`src/sfb_map.vh`:
```
/*
 * Holds the opcodes, status bit positions, sizes and timing counts of the
 * serial flash boot sequencer. Assumes a 250 MHz system clock.
 */
`ifndef SFB_MAP_VH
`define SFB_MAP_VH
`define SFB_OP_FAST_READ    8'h0B
`define SFB_OP_READ_STATUS  8'h05
`define SFB_OP_WRITE_STATUS 8'h01
`define SFB_OP_WRITE_ENABLE 8'h06
`define SFB_OP_PAGE_PROGRAM 8'h02
`define SFB_OP_SECTOR_ERASE 8'h20
`define SFB_OP_CHIP_ERASE   8'h C7
`define SFB_BIT_BUSY        0
`define SFB_BIT_WRITE_LATCH 1
`define SFB_STATUS_CLEAR    8'h00
`define SFB_ADDR_W          24
`define SFB_PAGE_BYTES      256
`define SFB_SECTOR_BYTES    4096
`define SFB_CLK_KHZ         250000
`define SFB_SLOW_KHZ        1420
`define SFB_FAST_KHZ        30000
`define SFB_SLOW_HALF       ((`SFB_CLK_KHZ + 2 * `SFB_SLOW_KHZ - 1) / (2 * `SFB_SLOW_KHZ))
`define SFB_FAST_HALF       ((`SFB_CLK_KHZ + 2 * `SFB_FAST_KHZ - 1) / (2 * `SFB_FAST_KHZ))
`define SFB_DESELECT_NS     200
`define SFB_DESELECT_CYC    ((`SFB_DESELECT_NS + 3) / 4)
`endif

```
`src/sfb_sync.v`:
```
/*
 * Two-flop synchroniser for one level from outside the clock domain.
 * Assumes the input is a plain level with no timing relation to sys_clk.
 */
module sfb_sync (
    // Clock and reset
    input  wire sys_clk,
    input  wire rst,
    // Level
    input  wire din,
    output reg  dout
);
    reg meta;
    always @(posedge sys_clk or posedge rst) begin
        if (rst) begin
            meta <= 1'b0;
            dout <= 1'b0;
        end else begin
            meta <= din;
            dout <= meta;
        end
    end
endmodule // sfb_sync

```
`src/sfb_seq.v`:
```
/*
 * Serial flash boot sequencer: single-width SPI mode 0 master that copies
 * the firmware image into program memory at boot and then serves page
 * program and erase requests. Assumes hold and write-protect pins of the
 * flash are pulled high on the board and the flash is on select zero.
 */
`include "sfb_map.vh"
module sfb_seq (
    // Clock and reset
    input  wire        sys_clk,
    input  wire        rst,
    // Device reset pin and boot setup
    input  wire        device_reset_n,
    input  wire [23:0] image_bytes,
    // Program memory write port
    output reg         pmem_we,
    output reg  [23:0] pmem_addr,
    output reg  [7:0]  pmem_data,
    output reg         boot_done,
    // Program and erase requests: kind 0 page, 1 sector, 2 chip
    input  wire        op_start,
    input  wire [1:0]  op_kind,
    input  wire [23:0] op_addr,
    input  wire [7:0]  op_wdata,
    output reg         op_wdata_take,
    output reg         op_busy,
    // Second select, driven by the user
    input  wire        select_one_req,
    // Flash pins
    output reg         flash_serial_clock,
    output reg         flash_serial_clock_oe,
    output reg         flash_serial_out,
    output reg         flash_serial_out_oe,
    output reg         flash_select_zero_n,
    output reg         flash_select_zero_oe,
    output reg         flash_select_one_n,
    input  wire        flash_serial_in
);
    localparam S_RESET = 4'h0, S_WRITE_ENABLE_CMD = 4'h1, S_POLLW = 4'h2, S_WRITE_STATUS_CMD = 4'h3;
    localparam S_POLLB = 4'h4, S_READ = 4'h5, S_IDLE = 4'h6, S_OP = 4'h7;
    localparam S_GAP = 4'h8, S_SHIFT = 4'h9;

    wire rstn_s;
    wire miso_s;
    sfb_sync u_rst_sync (.sys_clk(sys_clk), .rst(rst), .din(device_reset_n), .dout(rstn_s));
    sfb_sync u_in_sync (.sys_clk(sys_clk), .rst(rst), .din(flash_serial_in), .dout(miso_s));

    reg [3:0]  state;
    reg [3:0]  ret_state;
    reg        fast;
    reg [7:0]  div;
    reg        phase;
    reg [7:0]  txb;
    reg [7:0]  rxb;
    reg [2:0]  bitc;
    reg [2:0]  byte_i;
    reg [23:0] count;
    reg [23:0] cur_addr;
    reg [1:0]  kind;
    reg        pending;
    reg [7:0]  gapc;
    reg        boot_phase;

    // A half-period tick; the rate is slow until the boot fast read, then fast, whatever part is attached.
    localparam integer SLOW_HALF_I = `SFB_SLOW_HALF;
    localparam integer FAST_HALF_I = `SFB_FAST_HALF;
    localparam integer GAP_CYC_I   = `SFB_DESELECT_CYC;
    localparam [7:0]   SLOW_HALF   = SLOW_HALF_I[7:0];
    localparam [7:0]   FAST_HALF   = FAST_HALF_I[7:0];
    localparam [7:0]   GAP_CYC     = GAP_CYC_I[7:0];
    wire [7:0] half = fast ? FAST_HALF : SLOW_HALF;
    wire       tick = (div == half - 8'd1);

    always @(posedge sys_clk or posedge rst) begin
        if (rst) begin
            state <= S_RESET; ret_state <= S_RESET; fast <= 1'b0; div <= 8'h00;
            phase <= 1'b0; txb <= 8'h00; rxb <= 8'h00; bitc <= 3'h0; byte_i <= 3'h0;
            count <= 24'h000000; cur_addr <= 24'h000000; kind <= 2'h0; pending <= 1'b0;
            gapc <= 8'h00; boot_phase <= 1'b1;
            pmem_we <= 1'b0; pmem_addr <= 24'h000000; pmem_data <= 8'h00;
            boot_done <= 1'b0; op_wdata_take <= 1'b0; op_busy <= 1'b0;
            flash_serial_clock <= 1'b0; flash_serial_clock_oe <= 1'b0;
            flash_serial_out <= 1'b0; flash_serial_out_oe <= 1'b0;
            flash_select_zero_n <= 1'b1; flash_select_zero_oe <= 1'b0;
            flash_select_one_n <= 1'b1;
        end else begin
            pmem_we <= 1'b0;
            op_wdata_take <= 1'b0;
            flash_select_one_n <= ~select_one_req;
            div <= tick ? 8'h00 : div + 8'd1;
            if (!rstn_s) begin
                // Release the pins so an outside programmer can own the flash.
                flash_serial_clock_oe <= 1'b0;
                flash_serial_out_oe <= 1'b0;
                flash_select_zero_oe <= 1'b0;
                flash_select_zero_n <= 1'b1;
                flash_serial_clock <= 1'b0;
                state <= S_RESET; fast <= 1'b0; boot_phase <= 1'b1;
                boot_done <= 1'b0; op_busy <= 1'b0; pending <= 1'b0;
            end else begin
                flash_serial_clock_oe <= 1'b1;
                flash_serial_out_oe <= 1'b1;
                flash_select_zero_oe <= 1'b1;
                if (op_start && !op_busy && boot_done) begin
                    pending <= 1'b1; op_busy <= 1'b1; kind <= op_kind;
                    cur_addr <= op_addr;
                end
                case (state)
                S_RESET: begin
                    // Protection is assumed on and is always cleared at boot.
                    // The latch poll step issues the write enable itself.
                    byte_i <= 3'h0;
                    ret_state <= S_POLLW; state <= S_POLLW;
                end
                S_GAP: begin
                    flash_select_zero_n <= 1'b1;
                    gapc <= gapc + 8'd1;
                    if (gapc >= GAP_CYC && tick) begin
                        // Every command goes to select zero.
                        flash_select_zero_n <= 1'b0;
                        bitc <= 3'h7; phase <= 1'b0;
                        flash_serial_out <= txb[7];
                        state <= S_SHIFT;
                    end
                end
                S_SHIFT: if (tick) begin
                    phase <= ~phase;
                    flash_serial_clock <= ~phase;
                    if (!phase) begin
                        rxb <= {rxb[6:0], miso_s};
                    end else if (bitc != 3'h0) begin
                        bitc <= bitc - 3'h1;
                        txb <= {txb[6:0], 1'b0};
                        flash_serial_out <= txb[6];
                    end else begin
                        state <= ret_state;
                    end
                end
                S_POLLW: begin
                    // Each status read is its own frame of opcode plus one byte.
                    if (byte_i == 3'h0) begin
                        txb <= `SFB_OP_WRITE_ENABLE;
                        byte_i <= 3'h1; state <= S_GAP; gapc <= 8'h00;
                    end else if (byte_i == 3'h1) begin
                        txb <= `SFB_OP_READ_STATUS; byte_i <= byte_i + 3'h1;
                        state <= S_GAP; gapc <= 8'h00;
                    end else if (byte_i == 3'h2) begin
                        txb <= 8'h00; byte_i <= 3'h3;
                        state <= S_SHIFT; bitc <= 3'h7; phase <= 1'b0;
                        flash_serial_out <= 1'b0;
                    end else if (rxb[`SFB_BIT_WRITE_LATCH]) begin
                        byte_i <= 3'h0; state <= boot_phase ? S_WRITE_STATUS_CMD : S_OP;
                    end else begin
                        byte_i <= 3'h1;
                    end
                end
                S_WRITE_STATUS_CMD: begin
                    if (byte_i == 3'h0) begin
                        txb <= `SFB_OP_WRITE_STATUS; byte_i <= 3'h1;
                        state <= S_GAP; gapc <= 8'h00; ret_state <= S_WRITE_STATUS_CMD;
                    end else if (byte_i == 3'h1) begin
                        // Exactly one zero status byte clears every protection bit.
                        txb <= `SFB_STATUS_CLEAR; byte_i <= 3'h2;
                        state <= S_SHIFT; bitc <= 3'h7; phase <= 1'b0;
                        flash_serial_out <= 1'b0;
                    end else begin
                        byte_i <= 3'h0; ret_state <= S_READ; state <= S_POLLB;
                    end
                end
                S_POLLB: begin
                    if (byte_i == 3'h0) begin
                        txb <= `SFB_OP_READ_STATUS; byte_i <= 3'h1;
                        state <= S_GAP; gapc <= 8'h00; ret_state <= S_POLLB;
                    end else if (byte_i == 3'h1) begin
                        txb <= 8'h00; byte_i <= 3'h2; state <= S_SHIFT;
                        bitc <= 3'h7; phase <= 1'b0; flash_serial_out <= 1'b0;
                    end else if (!rxb[`SFB_BIT_BUSY]) begin
                        byte_i <= 3'h0; flash_select_zero_n <= 1'b1;
                        state <= boot_phase ? S_READ : S_IDLE;
                        op_busy <= boot_phase ? op_busy : 1'b0;
                    end else begin
                        byte_i <= 3'h0;
                    end
                end
                S_READ: begin
                    // One fast read with an incrementing address fetches the image.
                    if (byte_i == 3'h0) begin
                        fast <= 1'b1;
                        txb <= `SFB_OP_FAST_READ; byte_i <= 3'h1;
                        state <= S_GAP; gapc <= 8'h00; ret_state <= S_READ;
                        count <= 24'h000000;
                    end else if (byte_i < 3'h5) begin
                        txb <= 8'h00; byte_i <= byte_i + 3'h1; state <= S_SHIFT;
                        bitc <= 3'h7; phase <= 1'b0; flash_serial_out <= 1'b0;
                    end else if (byte_i == 3'h7) begin
                        // Hand over one cycle after the last byte is stored.
                        flash_select_zero_n <= 1'b1;
                        boot_done <= 1'b1; boot_phase <= 1'b0; state <= S_IDLE;
                    end else begin
                        if (byte_i == 3'h6) begin
                            pmem_we <= 1'b1; pmem_addr <= count; pmem_data <= rxb;
                            count <= count + 24'd1;
                        end
                        byte_i <= 3'h6;
                        if (byte_i == 3'h6 && count + 24'd1 >= image_bytes) begin
                            byte_i <= 3'h7;
                        end else begin
                            txb <= 8'h00; state <= S_SHIFT; bitc <= 3'h7;
                            phase <= 1'b0; flash_serial_out <= 1'b0;
                        end
                    end
                end
                S_IDLE: begin
                    flash_select_zero_n <= 1'b1;
                    if (pending) begin
                        pending <= 1'b0; byte_i <= 3'h0; state <= S_POLLW; ret_state <= S_POLLW;
                    end
                end
                S_OP: begin
                    // The latch is seen set; now the program or erase itself.
                    ret_state <= S_OP;
                    if (byte_i == 3'h0) begin
                        txb <= (kind == 2'd0) ? `SFB_OP_PAGE_PROGRAM :
                               (kind == 2'd1) ? `SFB_OP_SECTOR_ERASE : `SFB_OP_CHIP_ERASE;
                        byte_i <= (kind == 2'd2) ? 3'h4 : 3'h1;
                        count <= 24'h000000;
                        state <= S_GAP; gapc <= 8'h00;
                    end else if (byte_i < 3'h4) begin
                        txb <= (byte_i == 3'h1) ? cur_addr[23:16] :
                               (byte_i == 3'h2) ? cur_addr[15:8] : cur_addr[7:0];
                        byte_i <= byte_i + 3'h1; state <= S_SHIFT; bitc <= 3'h7; phase <= 1'b0;
                        flash_serial_out <= (byte_i == 3'h1) ? cur_addr[23] :
                                            (byte_i == 3'h2) ? cur_addr[15] : cur_addr[7];
                    end else if (kind == 2'd0 && count != 24'd`SFB_PAGE_BYTES) begin
                        if (byte_i == 3'h4) count <= 24'h000000;
                        byte_i <= 3'h5;
                        if (byte_i == 3'h5) count <= count + 24'd1;
                        if (byte_i == 3'h4 || count + 24'd1 < 24'd`SFB_PAGE_BYTES) begin
                            // One full 256-byte page per program command.
                            txb <= op_wdata; op_wdata_take <= 1'b1;
                            state <= S_SHIFT; bitc <= 3'h7; phase <= 1'b0;
                            flash_serial_out <= op_wdata[7];
                        end else begin
                            count <= 24'd`SFB_PAGE_BYTES;
                        end
                    end else begin
                        // The flash drops its latch itself; the next request re-enables.
                        flash_select_zero_n <= 1'b1;
                        count <= 24'h000000; byte_i <= 3'h0; state <= S_POLLB;
                    end
                end
                default: state <= S_RESET;
                endcase
            end
        end
    end
    // Hold and write-protect pins have no port here at all.
endmodule // sfb_seq

```
`config.mk`:
```
export PLATFORM = sky130hd
export DESIGN_NAME = sfb_seq
export DESIGN_NICKNAME = d
export VERILOG_FILES = /design/src/sfb_sync.v /design/src/sfb_seq.v
export VERILOG_INCLUDE_DIRS = /design/src /design/src/src
export SDC_FILE = /design/constraint.sdc
export NUM_CORES = 1
export LEC_CHECK = 0
export ABC_CLOCK_PERIOD_IN_PS = 6800
export BUFFER_PORTS_ARGS = -buffer_cell sky130_fd_sc_hd__buf_2
export CORE_ASPECT_RATIO = 2
export CORE_MARGIN = 1
export CORE_UTILIZATION = 51
export DETAILED_ROUTE_END_ITERATION = 16
export HOLD_SLACK_MARGIN = 0.02
export PLACE_DENSITY_LB_ADDON = 0.12
export SETUP_SLACK_MARGIN = 0.3
export SYNTH_ARGS = -nofsm -noshare
export SYNTH_HDL_FRONTEND = slang
export SYNTH_SLANG_ARGS = --single-unit
export TNS_END_PERCENT = 10
```
`constraint.sdc`:
```
create_clock -name sys_clk -period 6.8 [get_ports sys_clk]
set_input_delay 1.36 -clock sys_clk [delete_from_list [all_inputs] [get_ports sys_clk]]
set_output_delay 1.36 -clock sys_clk [all_outputs]
set_load 0.01 [all_outputs]
```
# [Word level (Yosys, flattened, before mapping)]
# Index checks and enable logic that the tools add are counted.
# Widths: inputs -> output; s select.
[totals] elab_cells=335 reg_bits=145 output_inout_bits=43 in_bits=64
[classes] n_bitwise=5 reduce_logical=34 addsub=6 n_mux=179 n_lt_le_gt_ge=5 eq_ne=76
[ops] operator="$mux 24" n=10
[ops] operator="$mux 8" n=25
[ops] operator="$mux 4" n=27
[ops] operator="$mux 3" n=28
[ops] operator="$mux 1" n=74
[ops] operator="$ne 3x3->1 const B" n=24
[ops] operator="$pmux 24 s2" n=1
[ops] operator="$pmux 8 s6" n=1
[ops] operator="$ne 2x2->1 const B" n=20
[ops] operator="$ne 6x6->1 const B" n=6
[ops] operator="$pmux 3 s6" n=2
[ops] operator="$pmux 4 s9" n=1
[ops] operator="$add 24x1->24 const B" n=1
[ops] operator="$ge 24x24->1" n=1
[ops] operator="$lt 24x9->1 const B" n=1
[ops] operator="$ne 24x9->1 const B" n=1
[ops] operator="$pmux 4 s6" n=1
[ops] operator="$pmux 8 s3" n=1
[ops] operator="$reduce_bool 6->1" n=4
[ops] operator="$ne 4x4->1 const B" n=5
[ops] operator="$reduce_and 10->1" n=2
[ops] operator="$reduce_and 17->1" n=1
[ops] operator="$add 8x1->8 const B" n=2
[ops] operator="$eq 4x3->1 const B" n=4
[ops] operator="36 further kinds" n=62

# [Logic depth before layout (Yosys ltp)]
# Gate-level depths: netlist of run 1.
[logic_depth] depth_word=9 ltp_mapped=17 ltp_nobuf=14

# [Hierarchy]
# A second synthesis of run 1 with hierarchy kept.
[unflattened] hier_cells=869 hier_area_um2=8597.0
[by_module_without_submodules] module="sfb_seq" instances=1 cells_each=863 area_each_um2=8489.4 seq_area_each_um2=3507.1
[by_module_without_submodules] module="sfb_sync" instances=2 cells_each=3 area_each_um2=53.8 seq_area_each_um2=50.0

# [Worst setup path before layout of run 1]
# OpenSTA, ideal clock, no wires.
[synth_timing] path_kind="reg2reg" startpoint="reg count[0]" endpoint="reg flash_serial_out" setup_slack_ns=3.067 required_ns=6.672 path_stages_with_launch=16 synth_period_minus_slack_ns=3.733 setup_ns=0.128 n_path_buf=1 t_arrival_ns=3.606 cell_sequence="dfrtp_1 -> ha_1 -> nand4_1 -> or3_1 -> clkbuf_1 -> nor3_1 -> xor2_1 -> ha_1 -> and4_1 -> and2_1 -> o2111ai_1 -> o2111ai_1 -> o21ai_0 -> and4_1 -> and3_1 -> mux2_1"
[synth_via] elab_chain_len=5 word_cells_on_any_way=11 classes_between="1 x add/sub; 2 x order compare; 4 x eq/ne; 4 x reduce/logical"
[synth_lines] element="from (decl)" line_no="sfb_seq.v:57" text="reg [23:0] count;"
[synth_lines] element="from (signal assigned)" line_no="sfb_seq.v:202" text="count <= count + 24'd1;"
[synth_lines] element="from (signal assigned)" line_no="sfb_seq.v:237" text="if (byte_i == 3'h5) count <= count + 24'd1;"
[synth_lines] element="from (signal assigned)" line_no="sfb_seq.v:244" text="count <= 24'd`SFB_PAGE_BYTES;"
[synth_lines] element="$add 24x1->24" line_no="sfb_seq.v:205, sfb_seq.v:238"
[synth_lines] element="$lt 24x9->1 (no source line) / $ge 24x24->1 (equally long branches)"
[synth_lines] element="$logic_or 1x1->1 (no source line) / $logic_and 1x1->1 (equally long branches)"
[synth_lines] element="$ne 3x3->1 (no source line)"
[synth_lines] element="$reduce_and 17->1 (no source line) *"
[synth_lines] element="to (signal assigned)" line_no="sfb_seq.v:122" text="flash_serial_out <= txb[7];"
[synth_lines] element="to (signal assigned)" line_no="sfb_seq.v:134" text="flash_serial_out <= txb[6];"
[synth_lines] element="to (signal assigned)" line_no="sfb_seq.v:232" text="flash_serial_out <= (byte_i == 3'h1) ? cur_addr[23] :"
[synth_lines] element="to (decl)" line_no="sfb_seq.v:32" text="output reg flash_serial_out,"
# Mark *: on every way between the ends. The rest lies on a longest branch, timed or not.
# A chain may end at the register's enable or synchronous reset.

# [Worst setup path in the final report of run 1]
[layout_timing] startpoint="reg count[0]" endpoint="reg txb[2]"
[layout_via] elab_chain_len=5 word_cells_on_any_way=11 classes_between="1 x add/sub; 2 x order compare; 4 x eq/ne; 4 x reduce/logical"
[layout_lines] element="$add 24x1->24" line_no="sfb_seq.v:205, sfb_seq.v:238"
[layout_lines] element="$lt 24x9->1 (no source line) / $ge 24x24->1 (equally long branches)"
[layout_lines] element="$logic_or 1x1->1 (no source line) / $logic_and 1x1->1 (equally long branches)"
[layout_lines] element="$ne 4x4->1 (no source line)"
[layout_lines] element="$reduce_and 10->1 (no source line) *"
[layout_lines] element="to (signal assigned)" line_no="sfb_seq.v:133" text="txb <= {txb[6:0], 1'b0};"
[layout_lines] element="to (signal assigned)" line_no="sfb_seq.v:142" text="txb <= `SFB_OP_WRITE_ENABLE;"
[layout_lines] element="to (signal assigned)" line_no="sfb_seq.v:145" text="txb <= `SFB_OP_READ_STATUS; byte_i <= byte_i + 3'h1;"
[layout_lines] element="to (decl)" line_no="sfb_seq.v:53" text="reg [7:0] txb;"
# Marked as above.

==> flow_metrics.env, run 1 <==
export IMPL_outcome="complete, no violations"
export IMPL_rsz0062_at_grt="no"
export IMPL_finalMaxSlewViolations=0
export IMPL_rows=67
export IMPL_avgSynthCellArea_um2=8.93
export IMPL_power_frac_clock=0.350
export IMPL_end_kind="flip-flop"
export IMPL_finClkSkew_ns=0.0124
export IMPL_finalWeightedCongestion=0.965
export IMPL_power_frac_comb=0.271
export IMPL_worstHoldPathCells=0
export IMPL_tritoncts="done"
export IMPL_r2r_cells=14
export IMPL_hold_ws_ns=0.354
export IMPL_core_um2=16800
export IMPL_dpl_cell_count=1254
export IMPL_fp_dieH_um=188
export IMPL_cts_hold_buffers=0
export IMPL_vias=7755
export IMPL_switching_share=0.342
export IMPL_cp_max_fo=8
export IMPL_synth_seq_cells=144
export IMPL_io_buffers=106
export IMPL_io_pins=107
export IMPL_min_path_type="flip-flop to flip-flop"
export IMPL_drive_gt1_frac=0.196
export IMPL_die_area_um2=17900
export IMPL_power_switching_uw=892
export IMPL_ant_nets=0
export IMPL_p_int_mw=1.71
export IMPL_busiest_layer="met2"
export IMPL_dr_pass1_iters=6
export IMPL_grt_pass1_vias=7756
export IMPL_yosys_warnings=0
export IMPL_stdcell_area_um2=10000
export IMPL_syn_instance_count=989
export IMPL_max_cap_violations=0
export IMPL_drt_iter0_drc=417
export IMPL_post_cts_buffers=0
export IMPL_rrSetupSlack_ns=2.41
export IMPL_post_route_util=0.594
export IMPL_fill_cells=1552
export IMPL_max_vdd_ir_drop_mv=0.146
export IMPL_dp_hpwl_mm=19.4
export IMPL_synthFlopType="dfrtp_1"
export IMPL_met1_usage=0.309
export IMPL_synth_edf_count=0
export IMPL_ys_seq_area_frac=0.409
export IMPL_slew_headroom=0.224
export IMPL_finalPower_mw=2.61
export IMPL_wl_mm=25.7
export IMPL_grt_max_degree=82
export IMPL_cp_slowest_stage_delay_ns=0.57
export IMPL_crit_arrival_ns=4.70
export IMPL_path_cells="ha_1, nand4_1, or3_1, nor3_1, xor2_1, ha_1, and4_1, and2_1, o2111ai_1, o2111ai_1, o21ai_0, nand2_1, and3b_1, mux2_1"
export IMPL_post_route_drc_count=0
export IMPL_tns_ns=0
export IMPL_area_growth_pct=13.4
export IMPL_met3_usage=0.0507
export IMPL_hold_path_startpoint="u_rst_sync.meta"
export IMPL_r2r_start="count[0]"
export IMPL_critPathKind="flip-flop to flip-flop"
export IMPL_cts_root_buf="clkbuf_16"
export IMPL_grt_pass1_wl_mm=40.2
export IMPL_cts_buffer_depth=2
export IMPL_initial_core_util=0.524
export IMPL_power_density_nw_per_um2=260
export IMPL_tightest_slew_ns=1.16
export IMPL_syn_area_um2=8830
export IMPL_finalCriticalPeriod_ns=4.39
export IMPL_hold_end="u_rst_sync.dout"
export IMPL_synth_fp_nets=1088
export IMPL_synth_cell_types=90
export IMPL_critical_path_slowest_cell="or3_1"
export IMPL_cts_sinks=144
export IMPL_insertion_delay_ns=0.43
export IMPL_fp_dieW_um=95.0
export IMPL_numCtsBuffers=17
export IMPL_met2_usage=0.553
export IMPL_cts_max_level=4
export IMPL_post_cts_resized=0
export IMPL_stdcell_count=1286
export IMPL_place_ws_ns=2.45
export IMPL_avgRoutedWirePerCell_um=19.9
export IMPL_hold_viol=0
export IMPL_antenna_found_initial=1
export IMPL_grt_use_total=0.302
export IMPL_start_kind="flip-flop"
export IMPL_post_dp_cell_area_um2=9440
export IMPL_worstPathRequired_ns=7.11
export IMPL_worstReg2RegEnd="txb[2]"
export IMPL_critPathTopFamily="simple AND/OR/NAND/NOR gates"
export IMPL_nets=1165
export IMPL_grt_ovfl_total=0
export IMPL_path_clk_slew_ns=0.06
export IMPL_vias_per_cell=6.03
export IMPL_p_leak_nw=4.87
export IMPL_ys_async_sr_fraction=1.00
export IMPL_setup_slack_ns=2.41
export IMPL_fmax_ghz=0.228
export IMPL_finalCritPeriodShare=0.646
export IMPL_seq_power_share=0.379
export IMPL_finalSetupViolCount=0
export IMPL_critical_path_buf_inv_count=0
-- power by group through the flow --
| stage | logic (mW) | clock network (mW) | registers, mW |
|---|---|---|---|
| after floorplan | 0.519 | 0 | 0.962 |
| after global placement | 0.692 | 0 | 1.00 |
| after detailed placement | 0.696 | 0 | 1.00 |
| after CTS | 0.700 | 0.929 | 0.985 |
| after global routing | 0.770 | 0.959 | 0.997 |
| final | 0.706 | 0.911 | 0.988 |
-- worst reg2reg max path, cell delays in order, from the launching register on --
cell	delay, ns
dfrtp_1	0.46
ha_1	0.29
nand4_1	0.29
or3_1	0.57
nor3_1	0.27
xor2_1	0.21
ha_1	0.27
and4_1	0.21
and2_1	0.20
o2111ai_1	0.11
o2111ai_1	0.16
o21ai_0	0.34
nand2_1	0.11
and3b_1	0.40
mux2_1	0.37
-- layout make-up --
| cell class | count | area (µm²) | share of cell area |
|---|---|---|---|
| clock inverter | 11 | 115 | 0.0115 |
| multi-input combinational | 727 | 4730 | 0.472 |
| inverter | 58 | 223 | 0.0222 |
| tap | 207 | 259 | 0.0259 |
| clock buffer | 20 | 457 | 0.0456 |
| sequential | 144 | 3610 | 0.360 |
| antenna | 1 | 2.50 | 0.000250 |
| timing repair buffer | 118 | 621 | 0.0620 |
-- cell usage after synthesis, types with 6 or more instances --
cell type    n  area share
and4_1       7      0.0069
clkbuf_1    38       0.016
nor2_1      56       0.024
a21o_1       6      0.0051
inv_1       57       0.024
ha_1        35       0.050
buf_4        8      0.0068
nand2b_1     8      0.0057
and2_1      11      0.0078
nand3_1     37       0.021
a211oi_1    11      0.0094
mux2_2      36       0.046
o31ai_1      7      0.0060
a31oi_1     11      0.0078
a21oi_1     46       0.026
nor2b_1     12      0.0085
xor2_1      17       0.017
nor3_1      17      0.0096
and3_1       7      0.0050
nand4_1     12      0.0085
o21ai_1      6      0.0034
dfrtp_1    141        0.40
xnor2_1     13       0.013
a22o_1       7      0.0069
o2111ai_1    7      0.0069
o22ai_1     11      0.0078
mux2i_1     10       0.011
nand2_1    174       0.074
buf_2        9      0.0051
nor4_1      13      0.0092
o21ai_0     54       0.031
-- per-layer routing --
metal	wire, µm	vias to the layer above
met2	14200	264
met3	1000	90
met1	9000	3719
met5	0	-
met4	1410	0
li1	-	3682
-- worst max path at each step --
stage          startpoint       to  slack [ns]  cells past startpoint
6_report         count[0]   txb[2]        2.41                     14
5_1_grt          count[0]   txb[2]        2.07                     14
4_1_cts          count[0]   txb[2]        2.43                     14
3_5_place_dp     count[0]   txb[2]        2.45                     14
3_3_place_gp     count[0]   txb[2]        2.55                     14
2_1_floorplan         rst  bitc[0]        1.58                      1
-- flip-flops by register name, indices dropped and copies added (netlist names), 4 cells and up --
| register | count |
|---|---|
| rxb | 8 |
| txb | 8 |
| state | 4 |
| cur_addr | 24 |
| gapc | 8 |
| count | 24 |
| div | 8 |
| pmem_data | 8 |
| pmem_addr | 24 |
-- kinds of logic after synthesis --
logic type	Yosys count	share of synthesized area
AO/OA/AOI/OAI	228	0.180
XOR/XNOR	30	0.0298
adder cells (fa/ha/maj)	35	0.0496
buffers and inverters	118	0.0558
flip-flops	144	0.409
multiplexers	48	0.0598
AND/OR/NAND/NOR	386	0.217
-- placed cells by master, fill, tap and decap left out, drive strengths merged, types with 7 or more instances in the layout --
cell type	n
nand2	174
dfrtp	141
buf	118
o21ai	60
inv	58
nor2	56
a21oi	47
nand3	39
mux2	38
ha	35
clkbuf	20
nor3	18
xor2	17
nor4	15
xnor2	13
nand4	13
nor2b	12
a211oi	12
and2	11
a31oi	11
o22ai	11
mux2i	10
o31ai	9
nand2b	8
clkinv	8
and4	7
and3	7
o2111ai	7
a22o	7
Power figures use the tool's default switching activity.
==> inputs of run 2 (changes only) <==
--- a/config.mk
+++ b/config.mk
@@ -6,7 +6,7 @@
 export SDC_FILE = /design/constraint.sdc
 export NUM_CORES = 1
 export LEC_CHECK = 0
-export ABC_CLOCK_PERIOD_IN_PS = 6800
+export ABC_CLOCK_PERIOD_IN_PS = 3700
 export BUFFER_PORTS_ARGS = -buffer_cell sky130_fd_sc_hd__buf_2
 export CORE_ASPECT_RATIO = 2
 export CORE_MARGIN = 1
==> constraint.sdc (replaced) <==
create_clock -name sys_clk -period 3.7 [get_ports sys_clk]
set_input_delay 0.74 -clock sys_clk [delete_from_list [all_inputs] [get_ports sys_clk]]
set_output_delay 0.74 -clock sys_clk [all_outputs]
set_load 0.01 [all_outputs]
==> flow_metrics.env, run 2 (synthesized netlist as in run 1, its figures left out) <==
export IMPL_cts_root_buf="clkbuf_16"
export IMPL_numCtsBuffers=17
export IMPL_reg_largest_list="count: 24 flops, cur_addr: 24 flops, pmem_addr: 24 flops"
export IMPL_rsz0062_at_grt="yes"
export IMPL_finClkSkew_ns=0.0102
export IMPL_outcome="finished, violations left"
export IMPL_hold_viol=0
export IMPL_cts_buffer_depth=2
export IMPL_cts_hold_buffers=0
export IMPL_finalCriticalPeriod_ns=3.75
export IMPL_setup_slack_ns=-0.0535
export IMPL_seq_power_share=0.368
export IMPL_violations="setup timing"
export IMPL_avgRoutedWirePerCell_um=20.0
export IMPL_io_pins=107
export IMPL_drive_gt1_frac=0.290
export IMPL_top_layer="met4"
export IMPL_post_route_drc_count=0
export IMPL_max_cap_violations=0
export IMPL_dr_wl_met3_mm=1.06
export IMPL_vias_per_cell=5.90
export IMPL_cts_sinks=144
export IMPL_critPathTopFamily="simple AND/OR/NAND/NOR gates"
export IMPL_power_switching_mw=1.70
export IMPL_dr_pass1_iters=6
export IMPL_max_vdd_ir_drop_mv=0.289
export IMPL_dp_hpwl_mm=20.8
export IMPL_antenna_found_initial=0
export IMPL_end_kind="flip-flop"
export IMPL_finalMaxSlewViolations=0
export IMPL_power_frac_comb=0.298
export IMPL_fp_dieH_um=188
export IMPL_start_kind="flip-flop"
export IMPL_die_area_um2=17900
export IMPL_cp_slowest_stage_delay_ns=0.48
export IMPL_rrSetupSlack_ns=-0.05
export IMPL_finalCritPeriodShare=1.01
export IMPL_crit_arrival_ns=4.07
export IMPL_critical_path_slowest_cell="or3_4"
export IMPL_ant_nets=0
export IMPL_p_leak_nw=5.50
export IMPL_path_clk_slew_ns=0.06
export IMPL_final_common_cell="nand2_1"
export IMPL_slew_headroom=0.447
export IMPL_critPathKind="flip-flop to flip-flop"
export IMPL_path_cells="ha_2, nand4_1, or3_4, nor3_4, xor2_2, ha_1, and4_1, buf_4, nand4_1, a41oi_2, and3_1, o211ai_1, and2_4, and3b_2, buf_6, a22o_1"
export IMPL_hold_end="u_in_sync.dout"
export IMPL_finalSetupViolCount=14
export IMPL_area_growth_pct=24.6
export IMPL_grt_use_total=0.324
export IMPL_insertion_delay_ns=0.43
export IMPL_cp_max_fo=7
export IMPL_r2r_start="count[0]"
export IMPL_switching_share=0.344
export IMPL_met2WireLength_mm=15.1
export IMPL_wl_met1_mm=9.54
export IMPL_power_frac_clock=0.334
export IMPL_fp_dieW_um=95.0
export IMPL_post_route_util=0.653
export IMPL_worstHoldPathCells=0
export IMPL_critical_path_buf_inv_count=2
export IMPL_worstReg2RegEnd="txb[1]"
export IMPL_grt_max_degree=101
export IMPL_grt_pass1_wl_mm=43.2
export IMPL_hold_ws_ns=0.347
export IMPL_p_int_mw=3.24
export IMPL_tns_ns=-0.510
export IMPL_power_density_nw_per_um2=450
export IMPL_r2r_cells=16
export IMPL_drt_iter0_drc=418
export IMPL_fmax_ghz=0.266
export IMPL_grt_ovfl_total=0
export IMPL_rows=67
export IMPL_min_path_type="flip-flop to flip-flop"
export IMPL_io_buffers=106
export IMPL_tightest_slew_ns=0.823
export IMPL_place_ws_ns=-0.149
export IMPL_finalWeightedCongestion=1.00
export IMPL_hold_path_startpoint="u_in_sync.meta"
export IMPL_diodes=0
export IMPL_vias=8198
export IMPL_finalPower_mw=4.94
export IMPL_worstPathRequired_ns=4.01
export IMPL_layout_common_cells="nand2_1, dfrtp_1, buf_4"
export IMPL_cts_max_level=4
export IMPL_nets=1270
export IMPL_initial_core_util=0.524
export IMPL_wl_mm=27.8
export IMPL_crit_top_cell="nand4_1"
export IMPL_tritoncts="done"
export IMPL_core_um2=16800
export IMPL_grt_pass1_vias=8404
==> run 2: power by group through the flow <==
stage / Clock [mW] / Combinational, mW / Sequential [mW]
2_1_floorplan: 0 / 0.955 / 1.77
4_1_cts: 1.69 / 1.42 / 1.81
3_3_place_gp: 0 / 1.39 / 1.84
3_5_place_dp: 0 / 1.40 / 1.84
5_1_grt: 1.75 / 1.60 / 1.83
6_report: 1.65 / 1.47 / 1.82
==> run 2: metrics by stage <==
stage / cell area [µm²] / std cells
after detailed placement: 10100 / 1344
after global routing: 11000 / 1390
final: 11000 / 1390
after global placement: 10100 / 1344
after CTS: 10800 / 1387
after floorplan: 8830 / 989
==> run 2: cell type report <==
type / instances / area [µm²]
clock buffers: 23 / 488
flip-flops and latches: 144 / 3610
repair buffers: 223 / 1440
well taps: 207 / 259
inverters: 58 / 221
multi-input cells: 727 / 4910
clock inverters: 8 / 80.1
fillers: 1474 / 5850
==> run 2: how the worst max path moves through the flow <==
stage               slack [ns]               end     start  depth (start not counted)
detailed placement       -0.15  flash_serial_out  count[0]                         14
finish                   -0.05            txb[1]  count[0]                         16
global route             -0.19  flash_serial_out  count[0]                         14
CTS                       0.03          state[2]  count[0]                         15
floorplan                -0.03  flash_serial_out  count[0]                         15
global placement         -0.06  flash_serial_out  count[0]                         14
==> run 2: per-layer routing <==
| metal | up-vias | track usage |
|---|---|---|
| li1 | 3879 | - |
| met1 | 3918 | 0.313 |
| met2 | 282 | 0.586 |
| met3 | 119 | 0.0604 |
| met4 | 0 | 0.242 |
| met5 | - | 0 |
==> run 2: timing repair <==
item                       in CTS  in global routing
setup endpoints to repair      19                 42
setup buffers                  12                  3
pin swaps                      14                 34
resized for setup              12                 28
==> inputs of run 3 (changes only) <==
--- a/config.mk
+++ b/config.mk
@@ -6,7 +6,7 @@
 export SDC_FILE = /design/constraint.sdc
 export NUM_CORES = 1
 export LEC_CHECK = 0
-export ABC_CLOCK_PERIOD_IN_PS = 3700
+export ABC_CLOCK_PERIOD_IN_PS = 4600
 export BUFFER_PORTS_ARGS = -buffer_cell sky130_fd_sc_hd__buf_2
 export CORE_ASPECT_RATIO = 2
 export CORE_MARGIN = 1
@@ -18,4 +18,3 @@
 export SYNTH_ARGS = -nofsm -noshare
 export SYNTH_HDL_FRONTEND = slang
 export SYNTH_SLANG_ARGS = --single-unit
-export TNS_END_PERCENT = 10
==> constraint.sdc (replaced) <==
create_clock -name sys_clk -period 4.6 [get_ports sys_clk]
set_input_delay 0.92 -clock sys_clk [delete_from_list [all_inputs] [get_ports sys_clk]]
set_output_delay 0.92 -clock sys_clk [all_outputs]
set_load 0.01 [all_outputs]
==> flow_metrics.env, run 3 (synthesized netlist as in run 1, its figures left out) <==
export IMPL_max_cap_violations=0
export IMPL_multiInputGateArea_um2=4770
export IMPL_fill_cells=1503
export IMPL_reg_largest_list="count: 24 flops, cur_addr: 24 flops, pmem_addr: 24 flops"
export IMPL_finalWeightedCongestion=0.942
export IMPL_tightest_slew_ns=1.17
export IMPL_post_route_drc_count=0
export IMPL_finalSetupViolCount=0
export IMPL_critPathKind="flip-flop to flip-flop"
export IMPL_path_cells="and4_1, nand2_1, nor4b_4, xor2_1, ha_1, and4_1, and2_1, o2111ai_1, o2111ai_2, o21ai_2, and4_1, and3_1, mux2_1"
export IMPL_critical_path_buf_inv_count=0
export IMPL_worstPathRequired_ns=4.91
export IMPL_cts_sinks=144
export IMPL_hold_viol=0
export IMPL_dp_hpwl_mm=19.5
export IMPL_vias=7818
export IMPL_finalMaxSlewViolations=0
export IMPL_layout_common_cells="nand2_1, dfrtp_1, buf_2"
export IMPL_cts_max_level=4
export IMPL_max_vdd_ir_drop_mv=0.220
export IMPL_grt_pass1_wl_mm=40.5
export IMPL_numCtsBuffers=17
export IMPL_insertion_delay_ns=0.43
export IMPL_crit_arrival_ns=4.40
export IMPL_core_um2=16800
export IMPL_drive_gt1_frac=0.219
export IMPL_grt_ovfl_total=0
export IMPL_finClkSkew_ns=0.00828
export IMPL_min_path_type="flip-flop to flip-flop"
export IMPL_crit_top_cell="and4_1"
export IMPL_final_common_cell="nand2_1"
export IMPL_avgRoutedWirePerCell_um=19.9
export IMPL_wl_mm=25.9
export IMPL_cts_buffer_depth=2
export IMPL_ff_latch_area_um2=3610
export IMPL_tns_ns=0
export IMPL_initial_core_util=0.524
export IMPL_rows=67
export IMPL_grt_use_total=0.303
export IMPL_fp_dieH_um=188
export IMPL_hold_ws_ns=0.350
export IMPL_drt_iter0_drc=350
export IMPL_antenna_found_initial=1
export IMPL_finalCritPeriodShare=0.889
export IMPL_cts_root_buf="clkbuf_16"
export IMPL_finalCriticalPeriod_ns=4.09
export IMPL_outcome="complete, no violations"
export IMPL_grt_max_degree=145
export IMPL_fp_dieW_um=95.0
export IMPL_vias_per_cell=6.00
export IMPL_slew_headroom=0.217
export IMPL_area_growth_pct=15.8
export IMPL_io_pins=107
export IMPL_start_kind="flip-flop"
export IMPL_post_route_util=0.607
export IMPL_power_density_nw_per_um2=390
export IMPL_path_clk_slew_ns=0.06
export IMPL_p_leak_nw=4.96
export IMPL_end_kind="flip-flop"
export IMPL_cp_slowest_stage_delay_ns=0.51
export IMPL_dr_pass1_iters=5
export IMPL_critical_path_slowest_cell="dfrtp_1"
export IMPL_ant_nets=0
export IMPL_cp_max_fo=8
export IMPL_nets=1180
export IMPL_critPathTopFamily="simple AND/OR/NAND/NOR gates"
export IMPL_fmax_ghz=0.244
export IMPL_die_area_um2=17900
export IMPL_rsz0062_at_grt="no"
export IMPL_io_buffers=106
export IMPL_grt_pass1_vias=7851
export IMPL_tritoncts="done"
## run 3: report_power, final
part	internal, mW	leakage (nW)	total, mW	switching (mW)
clock network	0.903	0.295	1.45	0.548
registers	1.35	1.94	1.46	0.109
logic	0.385	2.72	1.08	0.693
## run 3: worst paths after layout
path	depth (start not counted)	slack, ns	end	start
min in group asynchronous	3	0.68	u_rst_sync.dout	rst
worst max-delay path	13	0.51	flash_serial_out	count[14]
worst min-delay path	0	0.35	u_in_sync.dout	u_in_sync.meta
worst max register to register	13	0.51	flash_serial_out	count[14]
max in group asynchronous	3	3.28	count[15]	rst
worst min register to register	0	0.35	u_in_sync.dout	u_in_sync.meta
## run 3: layout make-up
class | instances | area share
Antenna cell | 1 | 0.000245
Clock buffer | 17 | 0.0416
Clock inverter | 15 | 0.0188
Inverter | 58 | 0.0217
Multi-Input combinational cell | 727 | 0.466
Sequential cell | 144 | 0.353
Tap cell | 207 | 0.0253
Timing Repair Buffer | 133 | 0.0729
## run 3: layer usage
metal	up-vias	wire length [µm]	GRT usage
met2	251	14300	0.558
met3	103	955	0.0422
met4	0	1600	0.188
met5	-	0	0
li1	3706	-	-
met1	3758	9030	0.307
## run 3: repair_timing
action	CTS	global route
buffers inserted	0	4
cloned	0	0
pin swaps	0	4
endpoints found under the hold margin	0	0
hold buffers	0	0
endpoints found under the setup margin	6	16
resized for setup	2	12
## run 3: through the flow
stage                     setup WS (ns)  cell area (µm²)  cells  total power, mW
final                             0.509            10200   1302             3.98
after global routing              0.265            10200   1302             4.17
after CTS                         0.351            10200   1297             3.99
after detailed placement          0.256             9530   1265             2.53
after global placement            0.338             9530   1265             2.53
after floorplan                   0.867             8830    989             2.19
